--- config.mk ---
export PLATFORM = sky130hd
export DESIGN_NAME = e1rxe_top
export DESIGN_NICKNAME = d
export VERILOG_FILES = /design/src/design/e1rxe_pkg.sv /design/src/design/e1rxe_top.sv
export SDC_FILE = /design/constraint.sdc
export NUM_CORES = 1
export LEC_CHECK = 0
export ABC_AREA = 0
export BUFFER_PORTS_ARGS = -buffer_cell sky130_fd_sc_hd__clkbuf_2
export CAP_MARGIN = 20
export CORE_MARGIN = 3
export CORE_UTILIZATION = 52
export CTS_CLUSTER_SIZE = 12
export DETAILED_ROUTE_END_ITERATION = 10
export PLACE_DENSITY = 0.72
export SETUP_SLACK_MARGIN = 0.3
export SLEW_MARGIN = 20
export SYNTH_ARGS = -nofsm -noshare
export SYNTH_HDL_FRONTEND = slang
export SYNTH_SLANG_ARGS = --single-unit
export TNS_END_PERCENT = 30
--- constraint.sdc ---
create_clock -name CLK -period 6.3 [get_ports CLK]
set_input_delay 0.63 -clock CLK [delete_from_list [all_inputs] [get_ports CLK]]
set_output_delay 0.63 -clock CLK [all_outputs]
set_load 0.01 [all_outputs]
--- src/design/e1rxe_pkg.sv ---
// Purpose: constants and carriers for the E1 rx error counter bank
// Assumes: one 25 MHz clock; framer events arrive on that clock
// Notes: register port is read only; masks and select are pins
// Overview of operation
// RL1: 16-bit violation counter, low byte 0x17
// RL2: Select low: count only non-substitution bipolar violations
// RL3: Select high: also count excess zero runs
// RL4: CRC counter bytes at 0x18 and 0x19
// RL5: Bits set only unmasked; read clears returned
// RL6: Word zero bit 7: frame sync change
// RL7: Word zero bit 6: multiframe sync change
// RL8: Word zero bit 5: CRC sync change
// RL9: Word zero bit 4: all-ones alarm change
// RL10: Word zero bit 3: analog or digital loss
// RL11: Word zero bit 2: two errored alignment words
// RL12: Word zero bit 1: multiframe alignment lost
// RL13: Word zero bit 0: controlled frame slip
// RL14: Word one bit 7: alignment bit error in sync
// RL15: Word one bit 6: local CRC check fails
// RL16: Word one bit 5: received E-bit error
// RL17: Word one bit 4: timeslot 16 all ones
// RL18: Word one bit 3: line code violation seen
// RL19: Word one bit 2: PRBS checker error
// RL20: Word one bit 1: 512 alternating bits
// RL21: Word one bit 0: non-alignment bit 3 high
// RL22: Counter wrap to zero gives separate flag
// RL23: Event during clearing read stays set
package e1rxe_pkg;
    localparam int ADDR_W = 5;
    localparam logic [ADDR_W-1:0] OFS_VIOL_HI = 5'h16;
    localparam logic [ADDR_W-1:0] OFS_VIOL_LO = 5'h17;
    localparam logic [ADDR_W-1:0] OFS_CRC_HI = 5'h18;
    localparam logic [ADDR_W-1:0] OFS_CRC_LO = 5'h19;
    localparam logic [ADDR_W-1:0] OFS_IRQ0 = 5'h1B;
    localparam logic [ADDR_W-1:0] OFS_IRQ1 = 5'h1C;
    localparam logic [7:0] BYTE_ZERO = 8'h00;
    localparam logic [15:0] CNT_ZERO = 16'h0000;
    localparam logic [15:0] CNT_ONE = 16'h0001;
    localparam logic [15:0] CNT_FULL = 16'hFFFF;
    localparam int AUX_CNT_W = 10;
    localparam logic [AUX_CNT_W-1:0] AUX_RUN = 10'h200;
    localparam logic [AUX_CNT_W-1:0] AUX_ONE = 10'h001;
    localparam logic [AUX_CNT_W-1:0] AUX_NONE = 10'h000;
    localparam int B0_FSYNC = 7;
    localparam int B0_MFSYNC = 6;
    localparam int B0_CRCSYNC = 5;
    localparam int B0_AIS = 4;
    localparam int B0_LOS = 3;
    localparam int B0_DFAS = 2;
    localparam int B0_MFLOSS = 1;
    localparam int B0_SLIP = 0;
    localparam int B1_FASERR = 7;
    localparam int B1_CRCERR = 6;
    localparam int B1_EBIT = 5;
    localparam int B1_TS16 = 4;
    localparam int B1_BPV = 3;
    localparam int B1_PRBS = 2;
    localparam int B1_AUX = 1;
    localparam int B1_RAI = 0;

    typedef struct packed {
        logic excess_zero_select;
        logic [7:0] irq0_mask;
        logic [7:0] irq1_mask;
    } e1rxe_cfg_t;

    typedef struct packed {
        logic cs_n;
        logic rd_n;
        logic [ADDR_W-1:0] addr;
    } e1rxe_bus_t;

    typedef struct packed {
        logic frame_sync;
        logic mfrm_sync;
        logic crc_sync;
        logic all_ones;
        logic los_analog;
        logic los_digital;
        logic fas_strobe;
        logic fas_errored;
        logic slip;
        logic crc_fail;
        logic ebit_error;
        logic ts16_ones;
        logic bipolar_viol;
        logic excess_zeros;
        logic prbs_error;
        logic bit_strobe;
        logic bit_value;
        logic nfas_strobe;
        logic nfas_bit3;
    } e1rxe_evt_t;
endpackage

--- src/design/e1rxe_top.sv ---
// Purpose: E1 rx error counters and read-clear irq status words
// Assumes: port pins asynchronous; events synchronous to CLK
// Notes: writes are not supported; unmapped reads return zero
`timescale 1ns/10ps
`default_nettype none
module e1rxe_top (
    input wire logic CLK,
    input wire logic RST,
    input wire logic CS_N,
    input wire logic RD_N,
    input wire logic [e1rxe_pkg::ADDR_W-1:0] ADDR,
    input wire e1rxe_pkg::e1rxe_cfg_t CFG,
    input wire e1rxe_pkg::e1rxe_evt_t EVT,
    output logic [7:0] DATA_OUT,
    output logic DATA_OE,
    output logic VIOL_WRAP,
    output logic CRC_WRAP
);
    import e1rxe_pkg::*;

    // Counter step with wrap flag in the top bit
    function automatic logic [16:0] cnt_step(input logic [15:0] c);
        logic [16:0] r;
        r = {1'b0, c + CNT_ONE};
        if (c == CNT_FULL) begin
            r[16] = 1'b1;
        end
        return r;
    endfunction

    e1rxe_bus_t bus_m_q;
    e1rxe_bus_t bus_s_q;
    e1rxe_cfg_t cfg_m_q;
    e1rxe_cfg_t cfg_s_q;
    logic rd_act;
    logic rd_act_q;
    logic rd_start;
    logic rd_end;
    logic [ADDR_W-1:0] rd_addr_q;
    logic [15:0] viol_cnt_q;
    logic [15:0] crc_cnt_q;
    logic viol_hit;
    logic [16:0] viol_nxt;
    logic [16:0] crc_nxt;
    logic [7:0] irq0_q;
    logic [7:0] irq1_q;
    logic [7:0] set0;
    logic [7:0] set1;
    logic [7:0] clr0;
    logic [7:0] clr1;
    logic fsync_q;
    logic mfsync_q;
    logic csync_q;
    logic ais_q;
    logic fas_prev_q;
    logic last_bit_q;
    logic [AUX_CNT_W-1:0] aux_cnt_q;
    logic aux_alt;
    logic aux_hit;

    // Port pins and straps come from outside the clock domain
    always_ff @(posedge CLK or posedge RST) begin
        if (RST) begin
            bus_m_q <= '{cs_n: 1'b1, rd_n: 1'b1, addr: '0};
            bus_s_q <= '{cs_n: 1'b1, rd_n: 1'b1, addr: '0};
        end else begin
            bus_m_q <= '{cs_n: CS_N, rd_n: RD_N, addr: ADDR};
            bus_s_q <= bus_m_q;
        end
    end

    always_ff @(posedge CLK or posedge RST) begin
        if (RST) begin
            cfg_m_q <= '0;
            cfg_s_q <= '0;
        end else begin
            cfg_m_q <= CFG;
            cfg_s_q <= cfg_m_q;
        end
    end

    // Read strobe edges
    assign rd_act = ~bus_s_q.cs_n & ~bus_s_q.rd_n;
    assign rd_start = rd_act & ~rd_act_q;
    assign rd_end = ~rd_act & rd_act_q;

    always_ff @(posedge CLK or posedge RST) begin
        if (RST) begin
            rd_act_q <= 1'b0;
            rd_addr_q <= '0;
        end else begin
            rd_act_q <= rd_act;
            if (rd_start) begin
                rd_addr_q <= bus_s_q.addr;
            end
        end
    end

    // Data is captured at strobe start and held for the whole read
    always_ff @(posedge CLK or posedge RST) begin
        if (RST) begin
            DATA_OUT <= BYTE_ZERO;
            DATA_OE <= 1'b0;
        end else begin
            DATA_OE <= rd_act;
            if (rd_start) begin
                case (bus_s_q.addr)
                    OFS_VIOL_HI: DATA_OUT <= viol_cnt_q[15:8];
                    OFS_VIOL_LO: DATA_OUT <= viol_cnt_q[7:0]; // RL1
                    OFS_CRC_HI: DATA_OUT <= crc_cnt_q[15:8]; // RL4
                    OFS_CRC_LO: DATA_OUT <= crc_cnt_q[7:0]; // RL4
                    OFS_IRQ0: DATA_OUT <= irq0_q;
                    OFS_IRQ1: DATA_OUT <= irq1_q;
                    default: DATA_OUT <= BYTE_ZERO;
                endcase
            end
        end
    end

    // Line code violation qualification
    assign viol_hit = EVT.bipolar_viol // RL2
        | (cfg_s_q.excess_zero_select & EVT.excess_zeros); // RL3
    assign viol_nxt = cnt_step(viol_cnt_q);
    assign crc_nxt = cnt_step(crc_cnt_q);

    always_ff @(posedge CLK or posedge RST) begin
        if (RST) begin
            viol_cnt_q <= CNT_ZERO;
            VIOL_WRAP <= 1'b0;
        end else begin
            VIOL_WRAP <= viol_hit & viol_nxt[16]; // RL22
            if (viol_hit) begin
                viol_cnt_q <= viol_nxt[15:0]; // RL1
            end
        end
    end

    always_ff @(posedge CLK or posedge RST) begin
        if (RST) begin
            crc_cnt_q <= CNT_ZERO;
            CRC_WRAP <= 1'b0;
        end else begin
            CRC_WRAP <= EVT.crc_fail & crc_nxt[16]; // RL22
            if (EVT.crc_fail) begin
                crc_cnt_q <= crc_nxt[15:0]; // RL4
            end
        end
    end

    // Previous levels for change detection; zero after reset,
    // but a level already high at release reports nothing: the synced masks are still zero
    always_ff @(posedge CLK or posedge RST) begin
        if (RST) begin
            fsync_q <= 1'b0;
            mfsync_q <= 1'b0;
            csync_q <= 1'b0;
            ais_q <= 1'b0;
        end else begin
            fsync_q <= EVT.frame_sync;
            mfsync_q <= EVT.mfrm_sync;
            csync_q <= EVT.crc_sync;
            ais_q <= EVT.all_ones;
        end
    end

    always_ff @(posedge CLK or posedge RST) begin
        if (RST) begin
            fas_prev_q <= 1'b0;
        end else if (EVT.fas_strobe) begin
            fas_prev_q <= EVT.fas_errored;
        end
    end

    // Alternating pattern run length, saturates at the target
    assign aux_alt = (aux_cnt_q != AUX_NONE)
        & (EVT.bit_value != last_bit_q);
    assign aux_hit = EVT.bit_strobe & aux_alt
        & (aux_cnt_q == AUX_RUN - AUX_ONE);

    always_ff @(posedge CLK or posedge RST) begin
        if (RST) begin
            aux_cnt_q <= AUX_NONE;
            last_bit_q <= 1'b0;
        end else if (EVT.bit_strobe) begin
            last_bit_q <= EVT.bit_value;
            if (!aux_alt) begin
                aux_cnt_q <= AUX_ONE;
            end else if (aux_cnt_q != AUX_RUN) begin
                aux_cnt_q <= aux_cnt_q + AUX_ONE; // RL20
            end
        end
    end

    always_comb begin
        set0 = BYTE_ZERO;
        set0[B0_FSYNC] = EVT.frame_sync ^ fsync_q; // RL6
        set0[B0_MFSYNC] = EVT.mfrm_sync ^ mfsync_q; // RL7
        set0[B0_CRCSYNC] = EVT.crc_sync ^ csync_q; // RL8
        set0[B0_AIS] = EVT.all_ones ^ ais_q; // RL9
        set0[B0_LOS] = EVT.los_analog | EVT.los_digital; // RL10
        set0[B0_DFAS] = EVT.fas_strobe & EVT.fas_errored
            & fas_prev_q; // RL11
        set0[B0_MFLOSS] = mfsync_q & ~EVT.mfrm_sync; // RL12
        set0[B0_SLIP] = EVT.slip; // RL13
        set0 = set0 & cfg_s_q.irq0_mask; // RL5
    end

    always_comb begin
        set1 = BYTE_ZERO;
        set1[B1_FASERR] = EVT.fas_strobe & EVT.fas_errored
            & EVT.frame_sync; // RL14
        set1[B1_CRCERR] = EVT.crc_fail; // RL15
        set1[B1_EBIT] = EVT.ebit_error; // RL16
        set1[B1_TS16] = EVT.ts16_ones; // RL17
        set1[B1_BPV] = EVT.bipolar_viol; // RL18
        set1[B1_PRBS] = EVT.prbs_error; // RL19
        set1[B1_AUX] = aux_hit; // RL20
        set1[B1_RAI] = EVT.nfas_strobe & EVT.nfas_bit3; // RL21
        set1 = set1 & cfg_s_q.irq1_mask; // RL5
    end

    // Only the bits the host saw are cleared, at strobe end
    always_comb begin
        clr0 = BYTE_ZERO;
        clr1 = BYTE_ZERO;
        if (rd_end && rd_addr_q == OFS_IRQ0) begin
            clr0 = DATA_OUT; // RL5
        end
        if (rd_end && rd_addr_q == OFS_IRQ1) begin
            clr1 = DATA_OUT; // RL5
        end
    end

    // Set beats clear so a late event survives the read
    always_ff @(posedge CLK or posedge RST) begin
        if (RST) begin
            irq0_q <= BYTE_ZERO;
        end else begin
            irq0_q <= (irq0_q & ~clr0) | set0; // RL23
        end
    end

    always_ff @(posedge CLK or posedge RST) begin
        if (RST) begin
            irq1_q <= BYTE_ZERO;
        end else begin
            irq1_q <= (irq1_q & ~clr1) | set1; // RL23
        end
    end
endmodule
`default_nettype wire

==> results.md <==
- WL/cell: 17.1 um
- Die Width: 104 um
- Post-Syn Area: between 4000 and 5000 um2
- WL final: 10400 um
- RePlAce Congestion: 0.823
- Setup tns final: 0 ns
- Crit Path Category: register to register
- Final hold vios: 0
- Adder-Cell Fraction of Synth Area: 0.0126
- CTS resizes: 0
- Overall global routing resource usage: 0.207
- Pwr Total: 0.00222 W
- Core region area: 8980 um2
- Post-synthesis xor/xnor area fraction: 0.0619
- Hold_buf cts: 0
- DR iter-0 viols: 272
- # setup viols final: 0
- Clk_lat worst skew: 0.52 ns
- Critical path's slowest cell: nor4b_2
- Area of the die: 10700 um2
- Max clock buf depth: 2
- Initial DRT Pass Iterations: 7
- Final nets: 517
- Status: finished clean
- Min Tclk post-route: approximately 2.3 ns
- Max incr delay on CP: 0.91 ns
- H-tree depth: 4
- Synth Net Count: 448
- First-pass GRT wire length: about 18000 um
- Critical Path RT: 6.70 ns
- CP arrival: 2.71 ns
- Vias in the first global route: 3439
- YS warnings: 0
- Lkg Pwr: 2.67 nW
- Worst-Margin Slew: a little over 1 ns
- DR vias: 3368
- Worst Skew: approximately 0.0074 ns
- Final ANT Viol Nets: 0
- Initial antenna violation count: 0
- Largest family of logic cells by synthesized area: simple AND/OR/NAND/NOR gates
- EDFF count, synth: 0
- Period utilization: 0.366
- Fraction of final layout cells sized beyond drive strength 1: 0.227
- VDD IR max: 0.000296 V
- CP Max Fanout: 8
- Clock transition at the registers of the reported paths: about 0.060 ns
- Initial core utilization: 0.551
- RSZ-0062 raised after global routing: no
- Post-CTS Setup Inserts: 0
- Syn avg cell area: about 12 um2
- Synth unique cells: 50
- CTS tree: built
- # diodes: 0
- Global route overflow: 0
- Cells after Synth: 398
- Vias per cell: 5.56
- Worst-path cell chain: o2111ai_1, nor4b_2, a21boi_0, a41o_1
- I/O pin count: 56
- Clock Sinks: 128
- DP Wirelength: 6990 um
- Post-synthesis mux area share: 0.0129
- Crit end category: register
- PwrDens: 373 nW/um2
- Prevailing post-synth register cell: dfrtp_1
- Complex-gate fraction of the synthesized area: 0.103
- FMAX: 0.434 GHz
- Pin count of the biggest net entering global routing: 80
- Startpoint class of the critical path: register
- DRC violations left: 0
- Max Slew Vio Count: 0
- Row cnt: 34
- #FFs+latches synth: 128
- Port bufs: 55
- CTS root buf: clkbuf_8
- Simple-gate portion of the synthesized area: 0.150
- Area grow syn2layout: 20.4%
- MaxCap Viol Count: 0
- Post-synth top area cell: dfrtp_1
- Async set-reset flop share out of synthesis: 1.00
- Synth top area share: 0.627
- Slew HR: 0.298
- Seq/Total Area, Yosys: 0.648
- Worst min path class: primary input to asynchronous set/reset pin
- Ranking of synthesized cells by area: dfrtp_1 (63%), nand2_1 (4.5%), xnor2_1 (3.5%), xor2_1 (2.7%), dfstp_2 (2.1%)
- Number of CTS-inserted buffers: 17
- Die Y: 104 um
[critical path: cells and delay by family (launching register included)]
family           cells  cell delay, ns
AO/OA/AOI/OAI        3            0.75
flip-flops           1            0.54
AND/OR/NAND/NOR      1            0.91
[logic make-up after synthesis]
group / after synthesis
AND/OR/NAND/NOR: 146
XOR/XNOR: 35
AO/OA/AOI/OAI: 63
flip-flops: 128
buffers and inverters: 15
adder cells (fa/ha/maj): 5
multiplexers: 6
[where the power goes]
part	leakage, nW	internal, W	switching, W
Clock	0.274	0.000581	0.000373
Combinational	0.879	0.000111	0.000119
Sequential	1.52	0.000917	0.000120
Total	2.67	0.00161	0.000612
[cell usage after synthesis, types with 9 or more instances]
cell / instances
dfrtp_1: 124
nand2_1: 59
xnor2_1: 20
nand3_1: 18
nor2_1: 18
xor2_1: 15
a22oi_1: 12
a22o_1: 11
nand4_1: 10
a221oi_1: 9
nor3_1: 9
[cell type report]
cell class,instances,area (um2)
repair buffers,58,295
well taps,126,158
flip-flops and latches,128,3210
clock buffers,19,432
fillers,682,3020
inverters,7,28.8
multi-input cells,255,1680
clock inverters,13,154
[metrics by stage]
step / worst slack, ns / utilization / hold slack [ns] / instance area, um2 / instances
after detailed placement: 3.82 / 0.598 / 0.336 / 5370 / 573
after global routing: 3.92 / 0.664 / 0.166 / 5960 / 606
after floorplan: 2.26 / - / 0.331 / 4950 / 398
final: 3.99 / 0.664 / 0.164 / 5960 / 606
after global placement: 3.90 / 0.598 / 0.333 / 5370 / 573
after CTS: 4.02 / 0.663 / 0.166 / 5950 / 605
[registers in the layout, summed over array words and instances, names as in the netlist, 5 cells and up]
signal and flops:
cfg_m_q 17, cfg_s_q 17, crc_cnt_q 16, viol_cnt_q 16
aux_cnt_q 10, DATA_OUT 8, irq0_q 8, irq1_q 8
bus_m_q 7, bus_s_q 7, rd_addr_q 5
[metal layers]
layer / vias up / wire (um) / track usage
met5: - / 0 / 0
met4: 0 / 250 / 0.0883
met3: 26 / 620 / 0.0597
met2: 116 / 4850 / 0.312
met1: 1642 / 4640 / 0.285
li1: 1584 / - / -
[worst paths after layout]
check / cells past startpoint / from / to / slack, ns
max: 4 / bus_s_q[5]$_DFF_PP1_ / irq1_q[1]$_DFF_PP0_ / 3.99
min in group CLK: 1 / RD_N / bus_m_q[5]$_DFF_PP1_ / 0.19
max reg2reg: 4 / bus_s_q[5]$_DFF_PP1_ / irq1_q[1]$_DFF_PP0_ / 3.99
max in group asynchronous: 3 / RST / rd_addr_q[2]$_DFFE_PP0P_ / 4.75
min: 2 / RST / cfg_m_q[8]$_DFF_PP0_ / 0.16
min reg2reg: 0 / cfg_m_q[1]$_DFF_PP0_ / cfg_s_q[1]$_DFF_PP0_ / 0.35
[placed cells by master (no fill, tap or decap), drive strengths merged, types with 4 or more instances in the layout]
cell type  count
nand2         59
inv           11
or3            5
dfstp          4
xnor2         20
clkinvlp       4
and3           5
and4           5
a22oi         12
ha             5
xor2          15
nor2          18
a22o          11
dfrtp        124
nand3         18
o21ai          4
nor3           9
clkbuf        74
a31oi          7
a221oi         9
nand4         10
No activity file was read; power rests on OpenSTA's default activity.
